--- src/shared/ipcb_defines.svh ---
// Offsets, field positions, reset values and tables of the priority bank
`ifndef IPCB_DEFINES_SVH
`define IPCB_DEFINES_SVH

`define IPCB_ADDR_W 8
`define IPCB_NUM_SRC 16
`define IPCB_FIELD_W 3

// Byte addresses of the registers
`define IPCB_OFS_UART2_EXT2_TIMER5 8'h1c
`define IPCB_OFS_CAN_SPI2 8'h20
`define IPCB_OFS_DMA_CH3 8'h24
`define IPCB_OFS_DMA_CH4_PARALLEL 8'h2c
`define IPCB_OFS_QUAD1_PWM1 8'h38
`define IPCB_OFS_FAULT_RTC_DMA_CH5 8'h3c
`define IPCB_OFS_REQUEST_STATUS 8'h40

// Register codes used by the decoder and the source tables
`define IPCB_REGC_NONE 3'h0
`define IPCB_REGC_UART2_EXT2_TIMER5 3'h1
`define IPCB_REGC_CAN_SPI2 3'h2
`define IPCB_REGC_DMA_CH3 3'h3
`define IPCB_REGC_DMA_CH4_PARALLEL 3'h4
`define IPCB_REGC_QUAD1_PWM1 3'h5
`define IPCB_REGC_FAULT_RTC_DMA_CH5 3'h6
`define IPCB_REGC_REQUEST_STATUS 3'h7

// Per source, listed from source 15 down to source 0
`define IPCB_SRC_REG_TABLE {3'h6, 3'h6, 3'h6, 3'h5, 3'h5, 3'h4, 3'h4, \
  3'h3, 3'h2, 3'h2, 3'h2, 3'h2, 3'h1, 3'h1, 3'h1, 3'h1}
`define IPCB_SRC_POS_TABLE {4'h4, 4'h8, 4'hc, 4'h4, 4'h8, 4'h4, 4'h8, \
  4'h0, 4'h0, 4'h4, 4'h8, 4'hc, 4'h0, 4'h4, 4'h8, 4'hc}

`define IPCB_PRIO_RESET 3'h4
`define IPCB_PRIO_OFF 3'h0
`define IPCB_CAN_SRC_MASK 16'h0030
`define IPCB_UPPER_LANE_POS 4'h8

`define IPCB_RESP_OKAY 2'h0
`define IPCB_RESP_DECERR 2'h3

`endif

--- src/shared/ipcb_pkg.sv ---
// Types and address decoder shared by the priority bank files
`include "ipcb_defines.svh"
package ipcb_pkg;

  typedef enum logic [2:0] {
    IPCB_REG_NONE = `IPCB_REGC_NONE,
    IPCB_REG_UART2_EXT2_TIMER5 = `IPCB_REGC_UART2_EXT2_TIMER5,
    IPCB_REG_CAN_SPI2 = `IPCB_REGC_CAN_SPI2,
    IPCB_REG_DMA_CH3 = `IPCB_REGC_DMA_CH3,
    IPCB_REG_DMA_CH4_PARALLEL = `IPCB_REGC_DMA_CH4_PARALLEL,
    IPCB_REG_QUAD1_PWM1 = `IPCB_REGC_QUAD1_PWM1,
    IPCB_REG_FAULT_RTC_DMA_CH5 = `IPCB_REGC_FAULT_RTC_DMA_CH5,
    IPCB_REG_REQUEST_STATUS = `IPCB_REGC_REQUEST_STATUS
  } ipcb_reg_t;

  typedef enum logic [1:0] {
    IPCB_WR_COLLECT = 2'h0,
    IPCB_WR_COMMIT = 2'h1,
    IPCB_WR_RESP = 2'h3
  } ipcb_wr_state_t;

  typedef enum logic {
    IPCB_RD_IDLE = 1'h0,
    IPCB_RD_RESP = 1'h1
  } ipcb_rd_state_t;

  typedef logic [`IPCB_NUM_SRC-1:0][`IPCB_FIELD_W-1:0] ipcb_prio_vec_t;

  typedef struct packed {
    logic en;
    ipcb_reg_t target;
    logic [15:0] data;
    logic [1:0] strb;
  } ipcb_wr_t;

  typedef struct packed {
    ipcb_prio_vec_t level;
    logic [`IPCB_NUM_SRC-1:0] enabled;
  } ipcb_arb_t;

  typedef struct packed {
    ipcb_prio_vec_t prio;
  } ipcb_bank_state_t;

  typedef struct packed {
    ipcb_wr_state_t wrState;
    logic awHeld;
    logic wHeld;
    ipcb_reg_t awTarget;
    logic [15:0] wData;
    logic [1:0] wStrb;
    logic [1:0] bresp;
    ipcb_rd_state_t rdState;
    logic [31:0] rdata;
    logic [1:0] rresp;
  } ipcb_axi_state_t;

  function automatic ipcb_reg_t ipcb_decode(
    input logic [`IPCB_ADDR_W-1:0] addr
  );
    ipcb_reg_t r;
    r = IPCB_REG_NONE;
    case ({addr[`IPCB_ADDR_W-1:2], 2'h0})
      `IPCB_OFS_UART2_EXT2_TIMER5: r = IPCB_REG_UART2_EXT2_TIMER5;
      `IPCB_OFS_CAN_SPI2: r = IPCB_REG_CAN_SPI2;
      `IPCB_OFS_DMA_CH3: r = IPCB_REG_DMA_CH3;
      `IPCB_OFS_DMA_CH4_PARALLEL: r = IPCB_REG_DMA_CH4_PARALLEL;
      `IPCB_OFS_QUAD1_PWM1: r = IPCB_REG_QUAD1_PWM1;
      `IPCB_OFS_FAULT_RTC_DMA_CH5: r = IPCB_REG_FAULT_RTC_DMA_CH5;
      `IPCB_OFS_REQUEST_STATUS: r = IPCB_REG_REQUEST_STATUS;
      default: r = IPCB_REG_NONE;
    endcase
    return r;
  endfunction

endpackage

--- src/logic/ipcb_priority_bank.sv ---
// Interrupt priority configuration bank with its register front end
// Notes on behaviour
// RL1: A field holds the level directly, 111 is level 7 down to 001 level 1.
// RL2: A field of 000 disables the source; its request never goes onward.
// RL3: Unused bits and separator bits ignore writes and read as zero.
// RL4: Each field resets to 100 and stays readable and writable.
// RL5: Register seven: uart2 tx 14-12, rx 10-8, ext irq2 6-4, timer5 2-0.
// RL6: Register eight: can event 14-12, can rx 10-8, serial2 6-4, err 2-0.
// RL7: Without the CAN controller both CAN sources stay disabled.
// RL8: Register nine holds only dma channel 3 at bits 2-0.
// RL9: Register eleven: dma channel 4 at 10-8, parallel port at 6-4.
// RL10: Register fourteen: quad decoder 1 at 10-8, pulse gen 1 at 6-4.
// RL11: Register fifteen: fault a 14-12, calendar 10-8, dma channel 5 6-4.
// RL12: After reset every source here sits at level 4, except both CAN sources without the CAN controller.
// RL13: Software wanting no levels writes one nonzero value everywhere.
// RL14: Field values reach the arbiter continuously, from the next cycle.
`timescale 1ns/1ps
`include "ipcb_defines.svh"
module ipcb_priority_bank #(
  parameter bit HAS_CAN = 1'b1
) (
  input wire logic ref_clk,
  input wire logic rst_n,
  input wire logic [`IPCB_ADDR_W-1:0] s_axi_awaddr,
  input wire logic [2:0] s_axi_awprot,
  input wire logic s_axi_awvalid,
  output logic s_axi_awready,
  input wire logic [31:0] s_axi_wdata,
  input wire logic [3:0] s_axi_wstrb,
  input wire logic s_axi_wvalid,
  output logic s_axi_wready,
  output logic [1:0] s_axi_bresp,
  output logic s_axi_bvalid,
  input wire logic s_axi_bready,
  input wire logic [`IPCB_ADDR_W-1:0] s_axi_araddr,
  input wire logic [2:0] s_axi_arprot,
  input wire logic s_axi_arvalid,
  output logic s_axi_arready,
  output logic [31:0] s_axi_rdata,
  output logic [1:0] s_axi_rresp,
  output logic s_axi_rvalid,
  input wire logic s_axi_rready,
  input wire logic [`IPCB_NUM_SRC-1:0] srcRequest,
  output ipcb_pkg::ipcb_arb_t arbOut,
  output logic [`IPCB_NUM_SRC-1:0] gatedRequest
);

  localparam int NSRC = `IPCB_NUM_SRC;
  localparam logic [NSRC-1:0][2:0] SRC_REG = `IPCB_SRC_REG_TABLE;
  localparam logic [NSRC-1:0][3:0] SRC_POS = `IPCB_SRC_POS_TABLE;
  // Sources present on this variant
  localparam logic [NSRC-1:0] SRC_PRESENT =
    HAS_CAN ? {NSRC{1'b1}} : ~`IPCB_CAN_SRC_MASK;

  ipcb_pkg::ipcb_bank_state_t st;
  ipcb_pkg::ipcb_bank_state_t next_st;
  ipcb_pkg::ipcb_wr_t wr;
  ipcb_pkg::ipcb_reg_t rdTarget;
  logic [15:0] rdData;

  ////////////////////////////////////////////////////////////////////////
  // Byte lane that carries a field starting at pos
  function automatic logic laneOn(input logic [3:0] pos,
                                  input logic [1:0] strb);
    return (pos >= `IPCB_UPPER_LANE_POS) ? strb[1] : strb[0];
  endfunction

  // Readback built from fields, or from request bits for the status word, so unused bits read zero
  function automatic logic [15:0] readReg(
    input ipcb_pkg::ipcb_reg_t r,
    input ipcb_pkg::ipcb_prio_vec_t p,
    input logic [NSRC-1:0] req
  );
    logic [15:0] v;
    v = 16'h0000;
    if (r == ipcb_pkg::IPCB_REG_REQUEST_STATUS) begin
      v = req;
    end else begin
      for (int s = 0; s < NSRC; s++) begin
        if (SRC_REG[s] == r) begin
          v[SRC_POS[s] +: 3] = p[s]; // RL3 RL5 RL6 RL8 RL9 RL10 RL11
        end
      end
    end
    return v;
  endfunction

  ////////////////////////////////////////////////////////////////////////
  // Register bus front end
  ipcb_axil_slave u_axil (
    .ref_clk(ref_clk),
    .rst_n(rst_n),
    .s_axi_awaddr(s_axi_awaddr),
    .s_axi_awprot(s_axi_awprot),
    .s_axi_awvalid(s_axi_awvalid),
    .s_axi_awready(s_axi_awready),
    .s_axi_wdata(s_axi_wdata),
    .s_axi_wstrb(s_axi_wstrb),
    .s_axi_wvalid(s_axi_wvalid),
    .s_axi_wready(s_axi_wready),
    .s_axi_bresp(s_axi_bresp),
    .s_axi_bvalid(s_axi_bvalid),
    .s_axi_bready(s_axi_bready),
    .s_axi_araddr(s_axi_araddr),
    .s_axi_arprot(s_axi_arprot),
    .s_axi_arvalid(s_axi_arvalid),
    .s_axi_arready(s_axi_arready),
    .s_axi_rdata(s_axi_rdata),
    .s_axi_rresp(s_axi_rresp),
    .s_axi_rvalid(s_axi_rvalid),
    .s_axi_rready(s_axi_rready),
    .wr(wr),
    .rdTarget(rdTarget),
    .rdData(rdData)
  );

  assign rdData = readReg(rdTarget, st.prio, gatedRequest);

  ////////////////////////////////////////////////////////////////////////
  // Field updates; only the three bits of each field are stored
  always_comb begin
    next_st = st;
    if (wr.en) begin
      for (int s = 0; s < NSRC; s++) begin
        if ((SRC_REG[s] == wr.target) && laneOn(SRC_POS[s], wr.strb)) begin
          next_st.prio[s] = wr.data[SRC_POS[s] +: 3]; // RL3 RL4
        end
      end
    end
  end

  always_ff @(posedge ref_clk or negedge rst_n) begin
    if (!rst_n) begin
      st.prio <= {NSRC{`IPCB_PRIO_RESET}}; // RL4 RL12
    end else begin
      st <= next_st; // RL14
    end
  end

  ////////////////////////////////////////////////////////////////////////
  // Arbiter view; a missing CAN block pins its level to off whatever
  // software wrote, while the stored field still reads back
  for (genvar g = 0; g < NSRC; g++) begin : g_src
    assign arbOut.level[g] =
      SRC_PRESENT[g] ? st.prio[g] : `IPCB_PRIO_OFF; // RL1 RL7 RL14
    assign arbOut.enabled[g] =
      (arbOut.level[g] != `IPCB_PRIO_OFF); // RL2 RL7
    assign gatedRequest[g] = srcRequest[g] && arbOut.enabled[g]; // RL2
  end

endmodule // ipcb_priority_bank

--- src/logic/ipcb_axil_slave.sv ---
// AXI4-Lite slave front end of the priority bank
`timescale 1ns/1ps
`include "ipcb_defines.svh"
module ipcb_axil_slave (
  input wire logic ref_clk,
  input wire logic rst_n,
  input wire logic [`IPCB_ADDR_W-1:0] s_axi_awaddr,
  input wire logic [2:0] s_axi_awprot,
  input wire logic s_axi_awvalid,
  output logic s_axi_awready,
  input wire logic [31:0] s_axi_wdata,
  input wire logic [3:0] s_axi_wstrb,
  input wire logic s_axi_wvalid,
  output logic s_axi_wready,
  output logic [1:0] s_axi_bresp,
  output logic s_axi_bvalid,
  input wire logic s_axi_bready,
  input wire logic [`IPCB_ADDR_W-1:0] s_axi_araddr,
  input wire logic [2:0] s_axi_arprot,
  input wire logic s_axi_arvalid,
  output logic s_axi_arready,
  output logic [31:0] s_axi_rdata,
  output logic [1:0] s_axi_rresp,
  output logic s_axi_rvalid,
  input wire logic s_axi_rready,
  output ipcb_pkg::ipcb_wr_t wr,
  output ipcb_pkg::ipcb_reg_t rdTarget,
  input wire logic [15:0] rdData
);

  ipcb_pkg::ipcb_axi_state_t st;
  ipcb_pkg::ipcb_axi_state_t next_st;
  logic inCollect;

  ////////////////////////////////////////////////////////////////////////
  // Handshakes; protection bits carry no meaning here
  assign inCollect = (st.wrState == ipcb_pkg::IPCB_WR_COLLECT);
  assign s_axi_awready = inCollect && !st.awHeld;
  assign s_axi_wready = inCollect && !st.wHeld;
  assign s_axi_bvalid = (st.wrState == ipcb_pkg::IPCB_WR_RESP);
  assign s_axi_bresp = st.bresp;
  assign s_axi_arready = (st.rdState == ipcb_pkg::IPCB_RD_IDLE);
  assign s_axi_rvalid = (st.rdState == ipcb_pkg::IPCB_RD_RESP);
  assign s_axi_rdata = st.rdata;
  assign s_axi_rresp = st.rresp;
  assign rdTarget = ipcb_pkg::ipcb_decode(s_axi_araddr);

  // One-cycle write strobe; unmapped targets never reach the bank
  assign wr.en = (st.wrState == ipcb_pkg::IPCB_WR_COMMIT) &&
                 (st.awTarget != ipcb_pkg::IPCB_REG_NONE);
  assign wr.target = st.awTarget;
  assign wr.data = st.wData;
  assign wr.strb = st.wStrb;

  ////////////////////////////////////////////////////////////////////////
  always_comb begin
    next_st = st;
    case (st.wrState)
      ipcb_pkg::IPCB_WR_COLLECT: begin
        if (s_axi_awvalid && !st.awHeld) begin
          next_st.awHeld = 1'b1;
          next_st.awTarget = ipcb_pkg::ipcb_decode(s_axi_awaddr);
        end
        if (s_axi_wvalid && !st.wHeld) begin
          next_st.wHeld = 1'b1;
          next_st.wData = s_axi_wdata[15:0];
          next_st.wStrb = s_axi_wstrb[1:0];
        end
        if (next_st.awHeld && next_st.wHeld) begin
          next_st.wrState = ipcb_pkg::IPCB_WR_COMMIT;
        end
      end
      ipcb_pkg::IPCB_WR_COMMIT: begin
        next_st.awHeld = 1'b0;
        next_st.wHeld = 1'b0;
        next_st.bresp = (st.awTarget == ipcb_pkg::IPCB_REG_NONE) ?
                        `IPCB_RESP_DECERR : `IPCB_RESP_OKAY;
        next_st.wrState = ipcb_pkg::IPCB_WR_RESP;
      end
      ipcb_pkg::IPCB_WR_RESP: begin
        if (s_axi_bready) begin
          next_st.wrState = ipcb_pkg::IPCB_WR_COLLECT;
        end
      end
      default: next_st.wrState = ipcb_pkg::IPCB_WR_COLLECT;
    endcase
    case (st.rdState)
      ipcb_pkg::IPCB_RD_IDLE: begin
        if (s_axi_arvalid) begin
          next_st.rdState = ipcb_pkg::IPCB_RD_RESP;
          next_st.rdata = {16'h0000, rdData};
          next_st.rresp = (rdTarget == ipcb_pkg::IPCB_REG_NONE) ?
                          `IPCB_RESP_DECERR : `IPCB_RESP_OKAY;
        end
      end
      ipcb_pkg::IPCB_RD_RESP: begin
        if (s_axi_rready) begin
          next_st.rdState = ipcb_pkg::IPCB_RD_IDLE;
        end
      end
      default: next_st.rdState = ipcb_pkg::IPCB_RD_IDLE;
    endcase
  end

  always_ff @(posedge ref_clk or negedge rst_n) begin
    if (!rst_n) begin
      st <= '0;
    end else begin
      st <= next_st;
    end
  end

endmodule // ipcb_axil_slave

--- config.mk ---
export PLATFORM = sky130hd
export DESIGN_NAME = ipcb_priority_bank
export DESIGN_NICKNAME = d
export VERILOG_FILES = /design/src/shared/ipcb_pkg.sv /design/src/logic/ipcb_priority_bank.sv /design/src/logic/ipcb_axil_slave.sv
export VERILOG_INCLUDE_DIRS = /design/src /design/src/shared
export SDC_FILE = /design/constraint.sdc
export NUM_CORES = 1
export LEC_CHECK = 0
export BUFFER_PORTS_ARGS = -buffer_cell sky130_fd_sc_hd__buf_2
export CORE_MARGIN = 2
export CORE_UTILIZATION = 53
export DETAILED_ROUTE_END_ITERATION = 8
export PLACE_DENSITY = 0.9
export REMOVE_ABC_BUFFERS = 1
export SYNTH_ARGS = -nofsm -noshare
export SYNTH_HDL_FRONTEND = slang
export SYNTH_HIERARCHICAL = 1
export SYNTH_SLANG_ARGS = --single-unit
--- constraint.sdc ---
create_clock -name ref_clk -period 2.85 [get_ports ref_clk]
set_input_delay 0.57 -clock ref_clk [delete_from_list [all_inputs] [get_ports ref_clk]]
set_output_delay 0.57 -clock ref_clk [all_outputs]
set_load 0.03 [all_outputs]
== After elaboration in Yosys (flattened, before gate mapping) ==
Index checks and enable logic that the tools add are counted.
W data, S select, Z words.
Word-level totals
  input bits: 81
  memories: 0
  ROM bits: 0
  bits in latches: 0
  logic and storage cells: 168
  RAM bits: 0
  register bits after elaboration: 93
Operators by class
  bitwise logic cells: 1
  equal/unequal tests: 31
  magnitude comparators: 0
  muxes and demuxes: 39
  $add $sub $neg: 0
  reductions and logical operators: 71
  shift-type cells: 0
  $mul: 0
  div/mod/pow operators: 0
Operators with widths (count)
  $eq A6 B4 Y1 const B: 10
  $mux W3: 20
  $reduce_bool A3 Y1: 17
  $pmux W3 S7: 2
  $mux W35: 1
  $logic_and A1 B1 Y1: 33
  $reduce_and A2 Y1: 15
  $eq A3 B3 Y1 const A: 6
  $eq A2 B3 Y1 const A: 4
  $eq A6 B3 Y1 const B: 2
  $eq A6 B5 Y1 const B: 2
  $mux W1: 9
  $mux W2: 4
  $eq A1 B3 Y1 const A: 2
  $logic_not A3 Y1: 2
  $pmux W2 S3: 1
  $pmux W2 S2: 1
  $eq A3 B3 Y1 const B: 1
  $eq A2 B1 Y1 const B: 1
  $eq A2 B2 Y1 const B: 1
  $logic_not A1 Y1: 2
  $logic_not A2 Y1: 1
  $ne A2 B1 Y1 const B: 1
  $ne A2 B2 Y1 const B: 1
  3 further kinds: 3

== Logic depth before layout (Yosys ltp) ==
  word-level depth: 11
  gate-level depth with buffers: 9

== By module ==
Netlist, hierarchy kept.
Modules (own cells, without submodules)
  ipcb_priority_bank: times used 1, cells an instance 230, sequential area each 1221.2 um^2, area an instance 2695.1 um^2
  ipcb_axil_slave: times used 1, cells an instance 203, sequential area each 1101.1 um^2, area an instance 2358.5 um^2

== Least setup slack after synthesis ==
Ideal clock, no wire load.
  path kind: input to register
  start: input port s_axi_araddr[3]
  end: register u_axil.st, in the netlist u_axil/s_axi_rdata[2]
  required time: 2.725 ns
  setup time: 0.125 ns
  setup slack: 0.263 ns
  arrival: 2.463 ns
  stages on the path: 8
  buffers on the path: 2
  cell sequence: nor4bb_1 a31oi_1 o31ai_1 buf_2 buf_2 mux2_2 a221o_1 mux2_2
Between the ends
  cells in the longest elaborated chain, start to end: 7
  elaborated cells between the ends (all ways): 16
  those cells by class: eq/ne (11); mux (5)
RTL lines
  start: declaration: RTL line ipcb_priority_bank.sv:35  | input wire logic [`IPCB_ADDR_W-1:0] s_axi_araddr,
  $eq A6 B5 Y1, or another cell as far along: RTL line ipcb_pkg.sv:63  | case ({addr[`IPCB_ADDR_W-1:2], 2'h0})
  $pmux W3 S7 *: RTL line ipcb_pkg.sv:63
  net rdTarget[0]: RTL line ipcb_priority_bank.sv:58  | ipcb_pkg::ipcb_reg_t rdTarget;
  $eq A1 B3 Y1: RTL line ipcb_priority_bank.sv:80  | if (SRC_REG[s] == r) begin
  $mux W3 (3 in series): RTL line ipcb_priority_bank.sv:80
  $mux W3 *: RTL line ipcb_priority_bank.sv:76  | if (r == ipcb_pkg::IPCB_REG_REQUEST_STATUS) begin
  net rdData[2]: RTL line ipcb_priority_bank.sv:59  | logic [15:0] rdData;
  end signal: assignment: RTL line ipcb_axil_slave.sv:109  | st <= next_st;
  end: declaration: RTL line ipcb_axil_slave.sv:31  | ipcb_pkg::ipcb_axi_state_t st;
Mark *: on every way through the listed nets, which the timed path passes. The rest lies on a longest branch.
A chain may end at the register's enable or synchronous reset.

== Final worst setup path ==
  start: input port s_axi_araddr[2]
  end: register u_axil.st, in the netlist u_axil/s_axi_rdata[14]
Same word-level chain as after synthesis.

==> flow_summary.ini <==
[flow_run]
drv_cap = 0

[worst_setup_path]
worstPathArrival_ps = 2640
crit_path_max_incr_delay_ps = 420
cp_max_fo = 6
crit_chain = buf_2 > nor3b_1 > o21ai_0 > a21oi_1 > nand2b_1 > nor2_1 > a221o_1 > mux2_2
rr_endpoint = arbOut[44]
worst_r2r_path_depth = 5
critPathTopFamily = compound AO/OA/AOI/OAI gates
path_class = in -> reg
slowest_stage = nor3b_1
crit-reg2reg-launch = u_axil/st[61]
crit_cells = 8
worst_setup_path_start_kind = primary input
cp_num_buf_inv = 1
rrSetupSlack_ps = 700
crit_path_end_kind = flip-flop
cp.required_ps = 3090

[detailed_routing]
drc_errors = 0
dr.first_iter.drc_count = 208
ant_nets = 0
routed_wl_microns = 12100
avgViaCountPerCell = 5.59
firstDrtPassIters = 4
routedWlPerCell_microns = 18.3
num_vias = 3703

[placement]
dpl_cell_area_sq_um = 5490
preCtsSetupSlack_ps = 127
hpwl_microns = 9170
globalplace.congestion = 0.837
portBuffers = 153

[cts]
ctsHoldBuffers = 0
cts.sinks = 88
clk_latency_ps = 360
h-tree-depth = 3
clockRootBuffer = clkbuf_8
cts-resized-gates = 0
clockBufferDepth = 2
cts_tree = built
post_cts_buffers = 0
cts_inserted_buffers = 9
clk_pin_slew_ps = 90

[sta]
maxSlewHeadroom_pct = 52.8
slew_violations = 0
finalCritPeriodShare_pct = 84.2
worst_pin_slew_ps = 709
setup_viol = 0
hold_violations = 0
fin_crit_ps = 2400
timing.fmax_mhz = 417
rsz0062_at_grt = no
skew_ps = 12.0
worst_slack_ps = 450

[yosys]
synthCells = 421
yosysWarningCount = 6
avgSynthCellArea_sq_um = 11.6
netlist_area_sq_um = 4880

[die]
start_util_pct = 53.8
die_w_microns = 99.9
die_h_microns = 99.9
die-area_sq_um = 9990
core_sq_um = 9060
ios = 202
rows = 35

[final_layout]
n_antenna_cell = 0
final_cell_area_sq_um = 5670
drive_gt1_share_pct = 53.2
nFillCells = 743
fin_util_pct = 62.6
nets = 627
area_growth_pct = 16.3
seqCellArea_sq_um = 2220
multi_input_area_sq_um = 2230

[min_path]
hold_path.class = in -> async

[pwr]
power_uw = 6070
switching_power_uw = 2960
p_per_area_nw_per_um2 = 1070
vdd_drop_max_uv = 666
power_frac_comb_pct = 48.2
p_seq_share_pct = 38.2
p_int_uw = 3110
swShare_pct = 48.7
leakage_uw = 0.00292
pwr-share-clk_pct = 13.6

[grt]
globalRoute.totalOverflow = 0
grt_pass1_vias = 3624
grt_pass1_wl_microns = 19100
grt_usage_pct = 24.9
antenna_found_initial = 0
grt_max_degree = 59

[run_status]
status = finished, final reports clean
-- power groups by stage --
stage / logic, uW / registers, uW / clock network, uW
after CTS: 2940 / 2310 / 843
final: 2920 / 2320 / 825
after global routing: 3090 / 2400 / 899
after detailed placement: 2930 / 2330 / 0
after global placement: 2870 / 2280 / 0
after floorplan: 1580 / 2680 / 0
-- per-stage QoR --
stage	cells	hold WS [ps]	TNS [ps]
after CTS	662	274	0
after floorplan	370	274	-5960
after global routing	662	295	0
final	662	248	0
after detailed placement	646	491	0
after global placement	646	489	0
-- cell type report --
cell class,count,area share (%)
multi-input combinational,276,39.3
sequential,88,39.2
timing repair buffer,165,15.4
tap,111,2.45
clock buffer,10,2.43
clock inverter,6,0.882
inverter,6,0.397
-- cells in the final DEF, fill, tap and decap left out, drive strengths merged, types with 5 or more instances in the layout --
cell and n:
inv 9, conb 16, nand2b 5, dfstp 16
or3 17, dfrtp 72, mux2 83, clkbuf 10
a221o 7, o31a 8, and3 6, o21ai 6
nand2 10, mux2i 7, a21oi 9, buf 165
and2 13, nor2b 11, nor2 19
-- sequential cells by signal (all words and copies together) (netlist names) --
signal	count
u_axil/s_axi_rdata	16
u_axil/s_axi_bresp	1
u_axil/s_axi_rvalid	1
u_axil/s_axi_rresp	1
u_axil/wr	17
arbOut	48
u_axil/st	4
-- worst max-delay path by stage --
stage	startpoint	end	slack, ps
after floorplan	s_axi_araddr[3]	u_axil/s_axi_rdata[10]	-510
after global placement	s_axi_araddr[5]	u_axil/s_axi_rdata[0]	230
after detailed placement	s_axi_araddr[2]	u_axil/s_axi_rdata[14]	130
after CTS	s_axi_araddr[2]	u_axil/s_axi_rdata[14]	510
after global routing	s_axi_araddr[2]	u_axil/s_axi_rdata[8]	270
final	s_axi_araddr[2]	u_axil/s_axi_rdata[14]	450
-- layer usage --
metal  track usage, %  share of wire, %
met2             41.2                49
met3             4.11               6.0
met4             7.80               1.0
met1             33.9                44
met5                0                 0
(Power assumes the default switching activity.)
